### src/pkg/pposr_regs.svh
/*
  register selects, field positions, reset values and function codes of the per-port
  status and converter result bank. assumes a 4-bit register select and 8-bit data.
*/
`ifndef PPOSR_REGS_SVH
`define PPOSR_REGS_SVH

`define PPOSR_SEL_CTRL1 4'h2
`define PPOSR_SEL_CTRL2 4'h3
`define PPOSR_SEL_STAT1 4'h4
`define PPOSR_SEL_STAT2 4'h5
`define PPOSR_SEL_DLO 4'h6
`define PPOSR_SEL_DHI 4'h7
`define PPOSR_SEL_VLO 4'h8
`define PPOSR_SEL_VHI 4'h9

`define PPOSR_C2_DIS_BIT 4
`define PPOSR_C2_START_BIT 3
`define PPOSR_C2_ABORT_BIT 2
`define PPOSR_S2_BUSY_BIT 3
`define PPOSR_CMPL_BIT 7

`define PPOSR_FN_OFF 4'h0
`define PPOSR_FN_DISC1 4'h1
`define PPOSR_FN_DISC2 4'h2

`define PPOSR_RST_BYTE 8'h00
`define PPOSR_RST_RESULT 15'h0000

`endif

### src/pkg/pposr_pkg.sv
/*
  types of the per-port status and converter result bank.
  assumes nothing beyond a SystemVerilog compiler.
*/
package pposr_pkg;

  typedef enum logic [1:0] {
    PPOSR_KIND_DISC,
    PPOSR_KIND_VOLT,
    PPOSR_KIND_OTHER
  } pposr_conv_kind_t;

  typedef enum logic {
    PPOSR_ADC_IDLE,
    PPOSR_ADC_BUSY
  } pposr_adc_state_t;

  typedef struct packed {
    logic disc_fail;
    logic done;
    logic [2:0] cls;
    logic [2:0] fault;
  } pposr_status1_t;

endpackage : pposr_pkg

### src/pkg/pposr_adc_if.sv
/*
  per-port handshake between the register bank and its converter tracker.
  assumes one instance per port, all on clk_sys_i.
*/
`timescale 1ns/1ps
interface pposr_adc_if;
  logic start;
  logic abort;
  logic halt;
  logic begin_ev;
  logic done_ev;
  logic busy;

  modport ctl (input start, input abort, input halt, input begin_ev, input done_ev, output busy);
  modport bank (output start, output abort, output halt, output begin_ev, output done_ev, input busy);
endinterface : pposr_adc_if

### src/verilog/pposr_adc_ctl.sv
/*
  tracks whether one port's converter is converting.
  assumes start, begin_ev and done_ev are one-cycle pulses, abort and halt are levels or pulses.
*/
`timescale 1ns/1ps
module pposr_adc_ctl (
  input wire logic clk_sys_i,
  input wire logic rst_n_i,
  pposr_adc_if.ctl adc
);

  pposr_pkg::pposr_adc_state_t state_r;
  pposr_pkg::pposr_adc_state_t state_nxt;
  wire logic stop_w = adc.abort | adc.halt;

  ////////////////////////////////////////////////////////////////////////////////
  // abort held high keeps the converter idle, so a start under abort is dropped
  always_comb begin
    state_nxt = state_r;
    case (state_r)
      pposr_pkg::PPOSR_ADC_IDLE: begin
        if (!stop_w && (adc.start || adc.begin_ev)) begin
          state_nxt = pposr_pkg::PPOSR_ADC_BUSY; // see [RULE2]
        end
      end
      pposr_pkg::PPOSR_ADC_BUSY: begin
        if (stop_w || adc.done_ev) begin
          state_nxt = pposr_pkg::PPOSR_ADC_IDLE; // see [RULE3]
        end
      end
      default: state_nxt = pposr_pkg::PPOSR_ADC_IDLE;
    endcase
  end

  always_ff @(posedge clk_sys_i or negedge rst_n_i) begin
    if (!rst_n_i) begin
      state_r <= pposr_pkg::PPOSR_ADC_IDLE;
    end else begin
      state_r <= state_nxt;
    end
  end

  assign adc.busy = (state_r == pposr_pkg::PPOSR_ADC_BUSY); // see [RULE8]

  ////////////////////////////////////////////////////////////////////////////////
  a_busy_on_start: assert property (@(posedge clk_sys_i) disable iff (!rst_n_i) // see [RULE8]
    (!adc.busy && adc.start && !stop_w) |=> adc.busy)
    else $error("converter not busy after start");

  a_abort_idles: assert property (@(posedge clk_sys_i) disable iff (!rst_n_i) // see [RULE3]
    adc.abort |=> !adc.busy)
    else $error("converter busy after abort");

endmodule : pposr_adc_ctl

### src/verilog/pposr_result_reg.sv
/*
  one 15-bit converter result with its completion flag.
  assumes clr_i marks the start of a measurement and load_i its end.
*/
`timescale 1ns/1ps
module pposr_result_reg #(
  parameter int W = 15
) (
  input wire logic clk_sys_i,
  input wire logic rst_n_i,
  input wire logic wipe_i,
  input wire logic clr_i,
  input wire logic load_i,
  input wire logic [W-1:0] data_i,
  output logic [W-1:0] value_o,
  output logic cmpl_o
);

  logic [W-1:0] value_r;
  logic cmpl_r;
  wire logic [W-1:0] value_nxt = load_i ? data_i : (wipe_i ? '0 : value_r);
  // completion wins over a clear in the same cycle, so no finished result is hidden
  wire logic cmpl_nxt = load_i | (cmpl_r & ~clr_i & ~wipe_i);

  always_ff @(posedge clk_sys_i or negedge rst_n_i) begin
    if (!rst_n_i) begin
      value_r <= '0;
      cmpl_r <= 1'b0;
    end else begin
      value_r <= value_nxt;
      cmpl_r <= cmpl_nxt;
    end
  end

  assign value_o = value_r;
  assign cmpl_o = cmpl_r;

  a_cmpl_cleared: assert property (@(posedge clk_sys_i) disable iff (!rst_n_i) // see [RULE12]
    (clr_i && !load_i) |=> !cmpl_o)
    else $error("completion flag not cleared at measurement start");

  a_cmpl_loaded: assert property (@(posedge clk_sys_i) disable iff (!rst_n_i) // see [RULE15]
    load_i |=> (cmpl_o && value_o == $past(data_i)))
    else $error("result not captured at completion");

endmodule : pposr_result_reg

### src/verilog/pposr_bank.sv
/*
  per-port control, status and converter result registers of a quad power-sourcing manager.
  assumes a serial-bus front end that hands over one decoded register access per cycle
  (port, register select, data) and analog logic that reports status and results.
*/
`timescale 1ns/1ps
`include "pposr_regs.svh"

// Operation
// [RULE1] control bit 4 disables the port
// [RULE2] control bit 3 starts conversion, self-clearing
// [RULE3] control bit 2 aborts converter operation
// [RULE4] status bit 7 flags discovery failure
// [RULE5] done bit set, cleared by function write
// [RULE6] status bits 5..3 give power class
// [RULE7] status bits 2..0 give fault code
// [RULE8] status2 bit 3 shows conversion in progress
// [RULE9] status2 bits 2..0 give port state
// [RULE10] select 0110 reads result bits 7..0
// [RULE11] select 0111 reads result bits 14..8
// [RULE12] discovery start clears, completion sets bit 7
// [RULE13] select 1000 reads voltage bits 7..0
// [RULE14] function field; 0000 resets port functions
// [RULE15] select 1001 voltage high plus completion
// [RULE16] every register replicated, port selects copy
// [RULE17] unused bits read zero; reset clears all
module pposr_bank #(
  parameter int NP = 4,
  parameter int RW = 15
) (
  input wire logic clk_sys_i,
  input wire logic rst_n_i,
  input wire logic reg_wr_i,
  input wire logic reg_rd_i,
  input wire logic [$clog2(NP)-1:0] reg_port_i,
  input wire logic [3:0] reg_sel_i,
  input wire logic [7:0] reg_wdata_i,
  output logic [7:0] reg_rdata_o,
  output logic reg_rvalid_o,
  input wire logic [NP-1:0] disc_fail_i,
  input wire logic [NP-1:0] func_done_i,
  input wire logic [NP-1:0][2:0] class_i,
  input wire logic [NP-1:0][2:0] fault_i,
  input wire logic [NP-1:0][2:0] func_state_i,
  input wire logic [NP-1:0] conv_begin_i,
  input wire logic [NP-1:0] conv_done_i,
  input wire logic [NP-1:0][1:0] conv_kind_i,
  input wire logic [NP-1:0][RW-1:0] conv_data_i,
  output logic [NP-1:0] port_disable_o,
  output logic [NP-1:0] adc_start_o,
  output logic [NP-1:0] adc_abort_o,
  output logic [NP-1:0][3:0] func_cmd_o,
  output logic [NP-1:0] func_wr_o
);

  localparam int PW = $clog2(NP);

  ////////////////////////////////////////////////////////////////////////////////
  function automatic logic [7:0] pposr_hi_byte(input logic cmpl, input logic [RW-1:0] val);
    pposr_hi_byte = {cmpl, val[RW-1:8]};
  endfunction : pposr_hi_byte

  function automatic logic pposr_kind_is(input logic [1:0] kind, input pposr_pkg::pposr_conv_kind_t want);
    pposr_kind_is = (pposr_pkg::pposr_conv_kind_t'(kind) == want);
  endfunction : pposr_kind_is

  ////////////////////////////////////////////////////////////////////////////////
  logic [NP-1:0][3:0] fn_r;
  logic [NP-1:0] dis_r;
  logic [NP-1:0] start_r;
  logic [NP-1:0] abort_r;
  logic [NP-1:0] fn_wr_r;
  pposr_pkg::pposr_status1_t [NP-1:0] st1_r;
  logic [NP-1:0][2:0] state_r;
  logic [7:0] rdata_r;
  logic rvalid_r;

  wire logic [NP-1:0][7:0] rd_word;
  wire logic [NP-1:0] busy_w;
  wire logic [NP-1:0][RW-1:0] dval_w;
  wire logic [NP-1:0][RW-1:0] vval_w;
  wire logic [NP-1:0] dcmpl_w;
  wire logic [NP-1:0] vcmpl_w;

  ////////////////////////////////////////////////////////////////////////////////
  // one copy of every register per port; the access port index picks the copy
  for (genvar p = 0; p < NP; p++) begin : g_port // see [RULE16]
    wire logic hit = (reg_port_i == PW'(p));
    wire logic wr_c1 = reg_wr_i && hit && (reg_sel_i == `PPOSR_SEL_CTRL1);
    wire logic wr_c2 = reg_wr_i && hit && (reg_sel_i == `PPOSR_SEL_CTRL2);
    wire logic fn_off = wr_c1 && (reg_wdata_i[3:0] == `PPOSR_FN_OFF); // see [RULE14]
    wire logic disc_wr = wr_c1 && ((reg_wdata_i[3:0] == `PPOSR_FN_DISC1) ||
                                   (reg_wdata_i[3:0] == `PPOSR_FN_DISC2));
    wire logic is_disc_b = pposr_kind_is(conv_kind_i[p], pposr_pkg::PPOSR_KIND_DISC);
    wire logic is_volt_b = pposr_kind_is(conv_kind_i[p], pposr_pkg::PPOSR_KIND_VOLT);
    wire logic disc_clr = disc_wr || (conv_begin_i[p] && is_disc_b); // see [RULE12]
    wire logic disc_done = conv_done_i[p] && is_disc_b;
    wire logic volt_clr = conv_begin_i[p] && is_volt_b; // see [RULE15]
    wire logic volt_done = conv_done_i[p] && is_volt_b;
    // a finished function in the same cycle as a new command still shows as done
    wire logic done_nxt = func_done_i[p] | (st1_r[p].done & ~wr_c1); // see [RULE5]
    pposr_adc_if adc ();

    assign adc.start = start_r[p];
    assign adc.abort = abort_r[p];
    assign adc.halt = fn_off;
    assign adc.begin_ev = conv_begin_i[p];
    assign adc.done_ev = conv_done_i[p];
    assign busy_w[p] = adc.busy;

    pposr_adc_ctl u_adc (
      .clk_sys_i(clk_sys_i),
      .rst_n_i(rst_n_i),
      .adc(adc)
    );

    pposr_result_reg #(.W(RW)) u_disc (
      .clk_sys_i(clk_sys_i),
      .rst_n_i(rst_n_i),
      .wipe_i(fn_off),
      .clr_i(disc_clr),
      .load_i(disc_done),
      .data_i(conv_data_i[p]),
      .value_o(dval_w[p]),
      .cmpl_o(dcmpl_w[p])
    );

    pposr_result_reg #(.W(RW)) u_volt (
      .clk_sys_i(clk_sys_i),
      .rst_n_i(rst_n_i),
      .wipe_i(fn_off),
      .clr_i(volt_clr),
      .load_i(volt_done),
      .data_i(conv_data_i[p]),
      .value_o(vval_w[p]),
      .cmpl_o(vcmpl_w[p])
    );

    always_ff @(posedge clk_sys_i or negedge rst_n_i) begin
      if (!rst_n_i) begin
        fn_r[p] <= `PPOSR_FN_OFF;
        fn_wr_r[p] <= 1'b0;
      end else begin
        fn_wr_r[p] <= wr_c1;
        if (wr_c1) begin
          fn_r[p] <= reg_wdata_i[3:0]; // see [RULE14]
        end
      end
    end

    always_ff @(posedge clk_sys_i or negedge rst_n_i) begin
      if (!rst_n_i) begin
        dis_r[p] <= 1'b0;
        abort_r[p] <= 1'b0;
        start_r[p] <= 1'b0;
      end else begin
        // start lives one cycle only, so only a read issued in the cycle right after the write sees it set
        start_r[p] <= wr_c2 && reg_wdata_i[`PPOSR_C2_START_BIT]; // see [RULE2]
        if (wr_c2) begin
          dis_r[p] <= reg_wdata_i[`PPOSR_C2_DIS_BIT]; // see [RULE1]
          abort_r[p] <= reg_wdata_i[`PPOSR_C2_ABORT_BIT]; // see [RULE3]
        end
      end
    end

    always_ff @(posedge clk_sys_i or negedge rst_n_i) begin
      if (!rst_n_i) begin
        st1_r[p] <= '0;
        state_r[p] <= 3'h0;
      end else begin
        st1_r[p].disc_fail <= disc_fail_i[p]; // see [RULE4]
        st1_r[p].done <= done_nxt; // see [RULE5]
        st1_r[p].cls <= class_i[p]; // see [RULE6]
        st1_r[p].fault <= fault_i[p]; // see [RULE7]
        state_r[p] <= func_state_i[p]; // see [RULE9]
      end
    end

    // unmapped selects and unused bits give zero
    assign rd_word[p] =
      (reg_sel_i == `PPOSR_SEL_CTRL1) ? {4'h0, fn_r[p]} :
      (reg_sel_i == `PPOSR_SEL_CTRL2) ? {3'h0, dis_r[p], start_r[p], abort_r[p], 2'h0} : // see [RULE17]
      (reg_sel_i == `PPOSR_SEL_STAT1) ? st1_r[p] :
      (reg_sel_i == `PPOSR_SEL_STAT2) ? {4'h0, busy_w[p], state_r[p]} : // see [RULE8]
      (reg_sel_i == `PPOSR_SEL_DLO) ? dval_w[p][7:0] : // see [RULE10]
      (reg_sel_i == `PPOSR_SEL_DHI) ? pposr_hi_byte(dcmpl_w[p], dval_w[p]) : // see [RULE11]
      (reg_sel_i == `PPOSR_SEL_VLO) ? vval_w[p][7:0] : // see [RULE13]
      (reg_sel_i == `PPOSR_SEL_VHI) ? pposr_hi_byte(vcmpl_w[p], vval_w[p]) : // see [RULE15]
      `PPOSR_RST_BYTE;

    //////////////////////////////////////////////////////////////////////////////
    a_disable_bit: assert property (@(posedge clk_sys_i) disable iff (!rst_n_i) // see [RULE1]
      wr_c2 |=> (port_disable_o[p] == $past(reg_wdata_i[`PPOSR_C2_DIS_BIT])))
      else $error("port disable does not follow the written bit");

    a_start_pulse: assert property (@(posedge clk_sys_i) disable iff (!rst_n_i) // see [RULE2]
      // a second start write right behind the first legally keeps the pulse up
      (wr_c2 && reg_wdata_i[`PPOSR_C2_START_BIT]) |=> adc_start_o[p] ##1
        (!adc_start_o[p] || $past(wr_c2 && reg_wdata_i[`PPOSR_C2_START_BIT])))
      else $error("converter start is not a single self-clearing pulse");

    a_abort_hold: assert property (@(posedge clk_sys_i) disable iff (!rst_n_i) // see [RULE3]
      (wr_c2 && reg_wdata_i[`PPOSR_C2_ABORT_BIT]) |=> adc_abort_o[p] ##1 !busy_w[p])
      else $error("abort did not stop the converter");

    a_disc_fail: assert property (@(posedge clk_sys_i) disable iff (!rst_n_i) // see [RULE4]
      ##1 (st1_r[p].disc_fail == $past(disc_fail_i[p])))
      else $error("discovery failure bit stale");

    a_done_cleared: assert property (@(posedge clk_sys_i) disable iff (!rst_n_i) // see [RULE5]
      (wr_c1 && !func_done_i[p]) |=> !st1_r[p].done)
      else $error("done bit survived a new function command");

    a_done_sticky: assert property (@(posedge clk_sys_i) disable iff (!rst_n_i) // see [RULE5]
      func_done_i[p] |=> st1_r[p].done until_with (wr_c1 && !func_done_i[p]))
      else $error("done bit lost before a new function command");

    a_class_fault: assert property (@(posedge clk_sys_i) disable iff (!rst_n_i) // see [RULE7]
      $changed(fault_i[p]) or $changed(class_i[p]) |=> (st1_r[p].fault == $past(fault_i[p]) &&
                                                        st1_r[p].cls == $past(class_i[p])))
      else $error("class or fault code not reported");

    a_state_code: assert property (@(posedge clk_sys_i) disable iff (!rst_n_i) // see [RULE9]
      $changed(func_state_i[p]) |=> (state_r[p] == $past(func_state_i[p])))
      else $error("port state not reported");

    a_off_wipes: assert property (@(posedge clk_sys_i) disable iff (!rst_n_i) // see [RULE14]
      (fn_off && !conv_done_i[p]) |=> (dval_w[p] == `PPOSR_RST_RESULT && !busy_w[p] && !dcmpl_w[p]))
      else $error("function 0000 did not reset the port");
  end

  ////////////////////////////////////////////////////////////////////////////////
  // read data is registered: one cycle of latency buys outputs straight from flops
  wire logic [7:0] rdata_nxt = reg_rd_i ? rd_word[reg_port_i] : `PPOSR_RST_BYTE;

  always_ff @(posedge clk_sys_i or negedge rst_n_i) begin
    if (!rst_n_i) begin
      rdata_r <= `PPOSR_RST_BYTE; // see [RULE17]
      rvalid_r <= 1'b0;
    end else begin
      rdata_r <= rdata_nxt;
      rvalid_r <= reg_rd_i;
    end
  end

  assign reg_rdata_o = rdata_r;
  assign reg_rvalid_o = rvalid_r;
  assign port_disable_o = dis_r;
  assign adc_start_o = start_r;
  assign adc_abort_o = abort_r;
  assign func_cmd_o = fn_r;
  assign func_wr_o = fn_wr_r;

  a_read_dlo: assert property (@(posedge clk_sys_i) disable iff (!rst_n_i) // see [RULE10]
    (reg_rd_i && reg_sel_i == `PPOSR_SEL_DLO) |=> reg_rvalid_o && reg_rdata_o == $past(dval_w[reg_port_i][7:0]))
    else $error("discovery low byte read wrong");

  a_read_dhi: assert property (@(posedge clk_sys_i) disable iff (!rst_n_i) // see [RULE11]
    (reg_rd_i && reg_sel_i == `PPOSR_SEL_DHI) |=> reg_rdata_o[6:0] == $past(dval_w[reg_port_i][14:8]))
    else $error("discovery high byte read wrong");

  a_read_unmapped: assert property (@(posedge clk_sys_i) disable iff (!rst_n_i) // see [RULE17]
    (reg_rd_i && (reg_sel_i < `PPOSR_SEL_CTRL1 || reg_sel_i > `PPOSR_SEL_VHI)) |=> reg_rdata_o == 8'h00)
    else $error("unmapped select did not read zero");

endmodule : pposr_bank

### config.mk
export PLATFORM = sky130hd
export DESIGN_NAME = pposr_bank
export DESIGN_NICKNAME = d
export VERILOG_FILES = /design/src/pkg/pposr_pkg.sv /design/src/pkg/pposr_adc_if.sv /design/src/verilog/pposr_adc_ctl.sv /design/src/verilog/pposr_result_reg.sv /design/src/verilog/pposr_bank.sv
export VERILOG_INCLUDE_DIRS = /design/src /design/src/pkg
export SDC_FILE = /design/constraint.sdc
export NUM_CORES = 1
export LEC_CHECK = 0
export BUFFER_PORTS_ARGS = -buffer_cell sky130_fd_sc_hd__buf_2
export CAP_MARGIN = 25
export CORE_MARGIN = 8
export CORE_UTILIZATION = 25
export CTS_CLUSTER_DIAMETER = 200
export DETAILED_ROUTE_END_ITERATION = 10
export GPL_TIMING_DRIVEN = 0
export PLACE_DENSITY_LB_ADDON = 0.08
export SLEW_MARGIN = 20
export SYNTH_ARGS = -nofsm -noshare
export SYNTH_HDL_FRONTEND = slang
export SYNTH_SLANG_ARGS = --single-unit
### constraint.sdc
create_clock -name clk_sys_i -period 2 [get_ports clk_sys_i]
set_input_delay 0 -clock clk_sys_i [delete_from_list [all_inputs] [get_ports clk_sys_i]]
set_output_delay 0 -clock clk_sys_i [all_outputs]
set_load 0.02 [all_outputs]
==> results_dict.tcl, run 1 <==
set metrics [dict create \
    drive_above_1_share_pct 24.5 \
    synth_edf_count 0 \
    leakage_nw 6.36 \
    clock.fmax_mhz 493 \
    worst_pin_slew_ns 0.939 \
    p_int_mw 8.72 \
    ys_warn_count 0 \
    hp-start "reg_wdata_i[2]" \
    rows 74 \
    min_to "func_cmd_o[10]" \
    grt_pass1_wl_um 69800 \
    die_width_um 219 \
    clk_latency_ns 0.58 \
    cts_buffer_depth 3 \
    power_per_cell_area_mw_per_mm2 866 \
    synth_seq_cells 217 \
    clkPwrFrac_pct 39.5 \
    via_per_inst 4.93 \
    grt_max_degree 89 \
    fin_crit_ns 2.03 \
    p_sw_share_pct 29.3 \
    cp_data_required_time_ns 2.41 \
    async_flop_share_pct 100 \
    place.gp.congestion 0.886 \
    crit_arrival_ns 2.44 \
    reg2reg_to "reg_rdata_o[2]" \
    routed_wl_um 47300 \
    antenna_found_initial 1 \
    hold_class "in -> reg" \
    io_pins 179 \
    track_usage_pct 19.6 \
    power.total_mw 12.3 \
    postSynthAreaPerCell_sq_um 9.99 \
    min_path_cells 2 \
    start_util_pct 25.2 \
    pre_cts_ws_ns -0.633 \
    setup_violations 1 \
    h-tree-depth 1 \
    drc 0 \
    final_nets 1516 \
    critical_path_class "in -> reg" \
    portBuffers 171 \
    r2r_cells 4 \
    violations "negative setup slack" \
    synthFlopType "dfrtp_1" \
    yosysSeqAreaShare_pct 52.9 \
    grt_pass1_vias 10200 \
    wl_per_cell_um 24.5 \
    peakVddDrop_uv 470 \
    rr_startpoint "g_port[2].adc.abort" \
    power.net_switching_mw 3.61 \
    cts_num_sinks 217 \
    endpoint_kind "register" \
    max_cap_viol_count 0 \
    timing.final.crit_share_pct 101 \
    coreArea_sq_mm 0.0407 \
    pwr-share-seq_pct 44.2 \
    cts_setup_buffers 0 \
    die_area_sq_mm 0.0478 \
    status "complete, but fails checks" \
    cp_max_fo 10 \
    cts_buffers 27 \
    placed_cell_area_sq_mm 0.0119 \
    ctsRootBufferMaster "clkbuf_16" \
    holdWs_ns 0.0233 \
    fp.dieH_um 219 \
    worst_slack_ns -0.0299 \
    dpl.hpwl_um 34800 \
    cts_tree "built" \
    ys_types 67 \
    r2r_setup_slack_ns 0 \
    synthCells 1028 \
    area_delta_synth_final_pct 38.7 \
    skew_ns 0.0350 \
    setup_tns_ns -0.0299 \
    finalHoldViolCount 0 \
    grt_setup_unrepaired "no" \
    fillers 4239 \
    syn_nets 1166 \
    final_area_sq_mm 0.0142 \
    cp-start-kind "primary input" \
    clk_pin_slew_ns 0.06 \
    netlist_area_sq_mm 0.0103 \
    drt_iter0_drc 716 \
    diodes 0 \
    comb_power_share_pct 16.3 \
    grt_overflow 0 \
    slew_violations 0 \
    vias 9514 \
    relSlewSlack_pct 37.4 \
    first_pass_iters 5 \
    ant_nets 0 \
]
routing by layer:
layer  part of all wire [%]  wire, um  vias to the layer above  GRT usage [%]
met3                    5.2      2480                       84           3.32
met4                    3.1      1480                        2           6.01
met1                     48     22500                     4760           28.0
met5                  0.019         9                        -              0
li1                       -         -                     4357              -
met2                     44     20800                      311           29.9
power by group through the flow:
stage	Combinational, mW	Sequential (mW)	Clock [mW]
after floorplan	0.940	5.33	0
after global placement	1.76	5.53	0
after detailed placement	1.80	5.51	0
after CTS	2.03	5.45	5.02
after global routing	2.22	5.51	5.19
final	2.01	5.45	4.87
cells in the final DEF (no fill, tap or decap), drive strengths merged, types with 4 or more instances in the layout:
| cell | instances |
|---|---|
| a22oi | 6 |
| o21ai | 155 |
| mux4 | 12 |
| nor2b | 7 |
| buf | 216 |
| o221ai | 13 |
| nor2 | 13 |
| dlygate4sd3 | 144 |
| a21oi | 38 |
| a211oi | 11 |
| nor3 | 5 |
| mux2i | 19 |
| dfrtp | 217 |
| a21o | 7 |
| a32oi | 6 |
| clkbuf | 78 |
| inv | 19 |
| clkinv | 4 |
| a2111oi | 4 |
| nand3b | 11 |
| mux2 | 41 |
| nor3b | 13 |
| nand2b | 15 |
| and2 | 6 |
| o22ai | 10 |
| nand2 | 251 |
| a221oi | 13 |
| o31ai | 7 |
| nand3 | 12 |
kinds of logic (layout without fill, tap and decap cells):
family | count (synthesis) | after routing | synth area share [%]
AOI/OAI and AO/OA | 293 | 293 | 17.3
and+or+nand+nor | 354 | 354 | 16.5
DFF | 217 | 217 | 52.9
buffers and inverters | 92 | 461 | 4.40
muxes | 72 | 72 | 8.98
area by class of cell:
| cell class | count | area [sq um] | share of cell area, % |
|---|---|---|---|
| Buffer | 73 | 382 | 2.68 |
| Clock buffer | 44 | 850 | 5.97 |
| Clock inverter | 4 | 35.0 | 0.246 |
| Inverter | 19 | 71.3 | 0.501 |
| Multi-Input combinational cell | 719 | 4400 | 30.9 |
| Sequential cell | 217 | 5430 | 38.1 |
| Tap cell | 532 | 666 | 4.67 |
| Timing Repair Buffer | 321 | 2400 | 16.9 |
stage by stage:
step,util (%),std cells
after detailed placement,29.1,1735
after global placement,28.9,1731
after global routing,35.0,1929
final,35.0,1929
after CTS,34.9,1928
after floorplan,-,1028
cells in the mapped netlist (13+ instances only):
| library cell | number | area share, % |
|---|---|---|
| nand2_1 | 251 | 9.2 |
| o221ai_1 | 13 | 1.1 |
| o21ai_0 | 146 | 7.1 |
| a221oi_1 | 13 | 1.1 |
| buf_4 | 14 | 1.0 |
| mux2_2 | 41 | 4.5 |
| dfrtp_1 | 217 | 53 |
| mux2i_1 | 19 | 1.9 |
| a21oi_1 | 38 | 1.9 |
| nand2b_1 | 15 | 0.91 |
| inv_1 | 18 | 0.66 |
| buf_2 | 22 | 1.1 |
| clkbuf_1 | 25 | 0.91 |
timing repair:
item / CTS / global route
endpoints found under the setup margin: 2 / 1
resized for setup: 2 / 1
endpoints found under the hold margin: 420 / 0
hold buffers: 145 / 0
pin swaps: 0 / 0
how the worst max path moves through the flow:
stage / start / endpoint / slack, ns / cells past startpoint
after floorplan: port_disable_o[3] / reg_rdata_o[4] / 0.41 / 5
after global placement: rst_n_i / st1_r[29] / -3.34 / 1
after detailed placement: reg_sel_i[0] / reg_rdata_o[2] / -0.63 / 8
after CTS: reg_sel_i[0] / reg_rdata_o[2] / 0.04 / 8
after global routing: reg_sel_i[0] / reg_rdata_o[2] / 0.001 / 8
final: reg_sel_i[0] / reg_rdata_o[2] / -0.03 / 8
flip-flops by register name, summed over array words and instances (netlist names):
register               count
g_port.u_volt.cmpl_o       4
g_port.u_adc.adc.busy      4
func_wr_o                  4
port_disable_o             4
state_r                   12
st1_r                     32
g_port.u_volt.value_o     60
reg_rdata_o                8
g_port.u_disc.value_o     60
g_port.adc.start           4
g_port.u_disc.cmpl_o       4
reg_rvalid_o               1
g_port.adc.abort           4
func_cmd_o                16
worst max-delay path, cell delays in order:
cell and delay, ns:
buf_6 0.16, buf_4 0.28, buf_2 0.45, buf_2 0.43
o22ai_1 0.15, a22oi_1 0.19, o21ai_0 0.21, a211oi_1 0.53
No activity file was read; power rests on OpenSTA's default activity.
==> run 2: changes to the inputs <==
- ABC_AREA: default -> 1
- SKIP_CTS_REPAIR_TIMING: default -> 1
==> results_dict.tcl, run 2 <==
set metrics [dict create \
    min_to "g_port[2].u_disc.value_o[6]" \
    drt_iter0_drc 590 \
    drc 0 \
    skew_ns 0.0137 \
    setup_violations 0 \
    synth.cells.most_frequent "dfrtp_1, nand2_1, nand3_1, inv_1, o21ai_0" \
    grt_overflow 0 \
    first_pass_iters 5 \
    portBuffers 173 \
    r2r_setup_slack_ns 0.45 \
    worst_slack_ns 0.0214 \
    synthTopCellsByArea "dfrtp_1, nand3_1, nand2_1, o21ai_0, inv_1" \
    pre_cts_ws_ns -0.244 \
    h-tree-depth 1 \
    ys_types 33 \
    synth.most_common_cell "dfrtp_1" \
    holdWs_ns -0.0573 \
    synth_xor_area_share_pct 0 \
    cts_num_sinks 217 \
    area_delta_synth_final_pct 40.7 \
    postSynthAreaPerCell_sq_um 8.55 \
    yosys.area_share.simple_pct 22.2 \
    worst_pin_slew_ns 0.846 \
    yosysTopAreaCell "dfrtp_1" \
    slew_violations 0 \
    grt_max_degree 72 \
    status "complete, but fails checks" \
    fin_cells 2043 \
    via_per_inst 4.65 \
    grt_pass1_vias 9512 \
    cp_data_required_time_ns 2.42 \
    cts_buffer_depth 3 \
    clk_pin_slew_ns 0.06 \
    async_flop_share_pct 100 \
    syn_nets 1295 \
    cts_tree "built" \
    start_util_pct 25.1 \
    ys_warn_count 0 \
    die_width_um 215 \
    final_common_cell "dfrtp_1" \
    grt_pass1_wl_um 63700 \
    r2r_cells 8 \
    final_cell_mix "dfrtp_1, nand2_1, buf_2" \
    rows 73 \
    clk_latency_ns 0.54 \
    drive_above_1_share_pct 19.3 \
    netlist_area_sq_mm 0.00989 \
    routed_wl_um 43800 \
    cp_max_fo 10 \
    placed_cells 1858 \
    clock.fmax_mhz 505 \
    synthCells 1157 \
    power_per_cell_area_mw_per_mm2 930 \
    yosys.area_share.adder_pct 0 \
    violations "negative hold slack" \
    setup_tns_ns 0 \
    vias 9490 \
    fp.dieH_um 215 \
    grt_setup_unrepaired "no" \
    cts_buffers 27 \
    yosysSeqAreaShare_pct 54.9 \
    crit_arrival_ns 2.40 \
    coreArea_sq_mm 0.0394 \
    synth_compound_area_share_pct 13.3 \
    muxShareOfSynthArea_pct 0 \
    ant_nets 0 \
    fin_crit_ns 1.98 \
    leakage_nw 6.93 \
    hold_class "in -> reg" \
    synth_edf_count 0 \
    rr_startpoint "g_port[2].u_disc.value_o[5]" \
    max_cap_viol_count 0 \
    peakVddDrop_uv 731 \
    relSlewSlack_pct 43.6 \
    reg2reg_to "reg_rdata_o[5]" \
    track_usage_pct 18.2 \
    synth_top_family_by_area "simple AND/OR/NAND/NOR gates" \
    dpl.hpwl_um 32200 \
    hp-start "conv_done_i[2]" \
    place.gp.congestion 0.825 \
    synth_seq_cells 217 \
    die_area_sq_mm 0.0462 \
    critical_path_class "in -> reg" \
    io_pins 179 \
    timing.final.crit_share_pct 98.9 \
    endpoint_kind "register" \
    min_path_cells 4 \
    cp-start-kind "primary input" \
    final_nets 1635 \
    finalHoldViolCount 3 \
    synth_top_area_share_pct 54.9 \
    ctsRootBufferMaster "clkbuf_16" \
    antenna_found_initial 1 \
    synthFlopType "dfrtp_1" \
    wl_per_cell_um 21.4 \
]
-- run 2: changes by cell type in the layout (fill, tap and decap cells not counted), sizes merged, moves of 15 or more --
cell,delta
nand2,-32
mux2i,-19
nor2,+52
clkbuf,-24
a21oi,-25
mux2,-41
inv,+131
nand2b,-15
nand3,+176
o22ai,+33
-- run 2: logic make-up (layout without fill, tap and decap cells) --
group,count (synthesis),count (layout)
AND/OR/NAND/NOR,487,487
flip-flops,217,217
AO/OA/AOI/OAI,239,239
buffers and inverters,214,574
other,0,1
-- run 2: routing by layer --
layer	wire length (um)	share of wire (%)	GRT usage (%)	up-vias
li1	-	-	-	4497
met1	20200	46	25.2	4647
met2	20100	46	29.1	287
met3	2250	5.1	2.94	59
met4	1210	2.8	4.75	0
met5	0	0	0	-
-- run 2: worst max path at each step --
stage / from / end / slack [ns] / cells after the start
2_1_floorplan: reg_sel_i[1] / g_port[0].u_disc.value_o[8] / 0.80 / 11
3_3_place_gp: rst_n_i / st1_r[4] / -3.37 / 1
3_5_place_dp: reg_sel_i[1] / reg_rdata_o[2] / -0.24 / 10
4_1_cts: reg_sel_i[1] / reg_rdata_o[2] / 0.32 / 10
5_1_grt: reg_wdata_i[3] / g_port[0].u_adc.adc.busy / 0.002 / 9
6_report: reg_wdata_i[3] / g_port[0].u_adc.adc.busy / 0.02 / 9
-- run 2: where the power goes --
part,switching (mW),leakage [nW],internal [mW]
clock,1.98,0.507,3.78
combinational,1.12,3.74,0.780
sequential,0.330,2.68,4.95
total,3.43,6.93,9.51
-- run 2: stage by stage --
| stage | area [sq um] | util (%) | power (mW) |
|---|---|---|---|
| global placement | 11400 | 29.0 | 7.01 |
| CTS | 12600 | 31.9 | 12.9 |
| finish | 13900 | 35.4 | 12.9 |
| detailed placement | 11500 | 29.2 | 7.04 |
| global route | 13900 | 35.4 | 13.5 |
| floorplan | 9890 | - | 6.16 |
-- run 2: cell type report --
| type | count | area, sq um |
|---|---|---|
| Antenna cell | 1 | 2.50 |
| Buffer | 64 | 394 |
| Clock buffer | 36 | 749 |
| Clock inverter | 13 | 297 |
| Fill cell | 4146 | 25400 |
| Inverter | 150 | 564 |
| Multi-Input combinational cell | 726 | 3500 |
| Sequential cell | 217 | 5430 |
| Tap cell | 525 | 657 |
| Timing Repair Buffer | 311 | 2320 |
-- run 2: worst max-delay path: stages --
cell and delay (ns):
dlygate4sd3_1 0.53, buf_2 0.13, nor2_1 0.14, nand3_1 0.09
inv_1 0.40, nand2_4 0.22, buf_6 0.21, o311a_1 0.11
dlygate4sd3_1 0.56
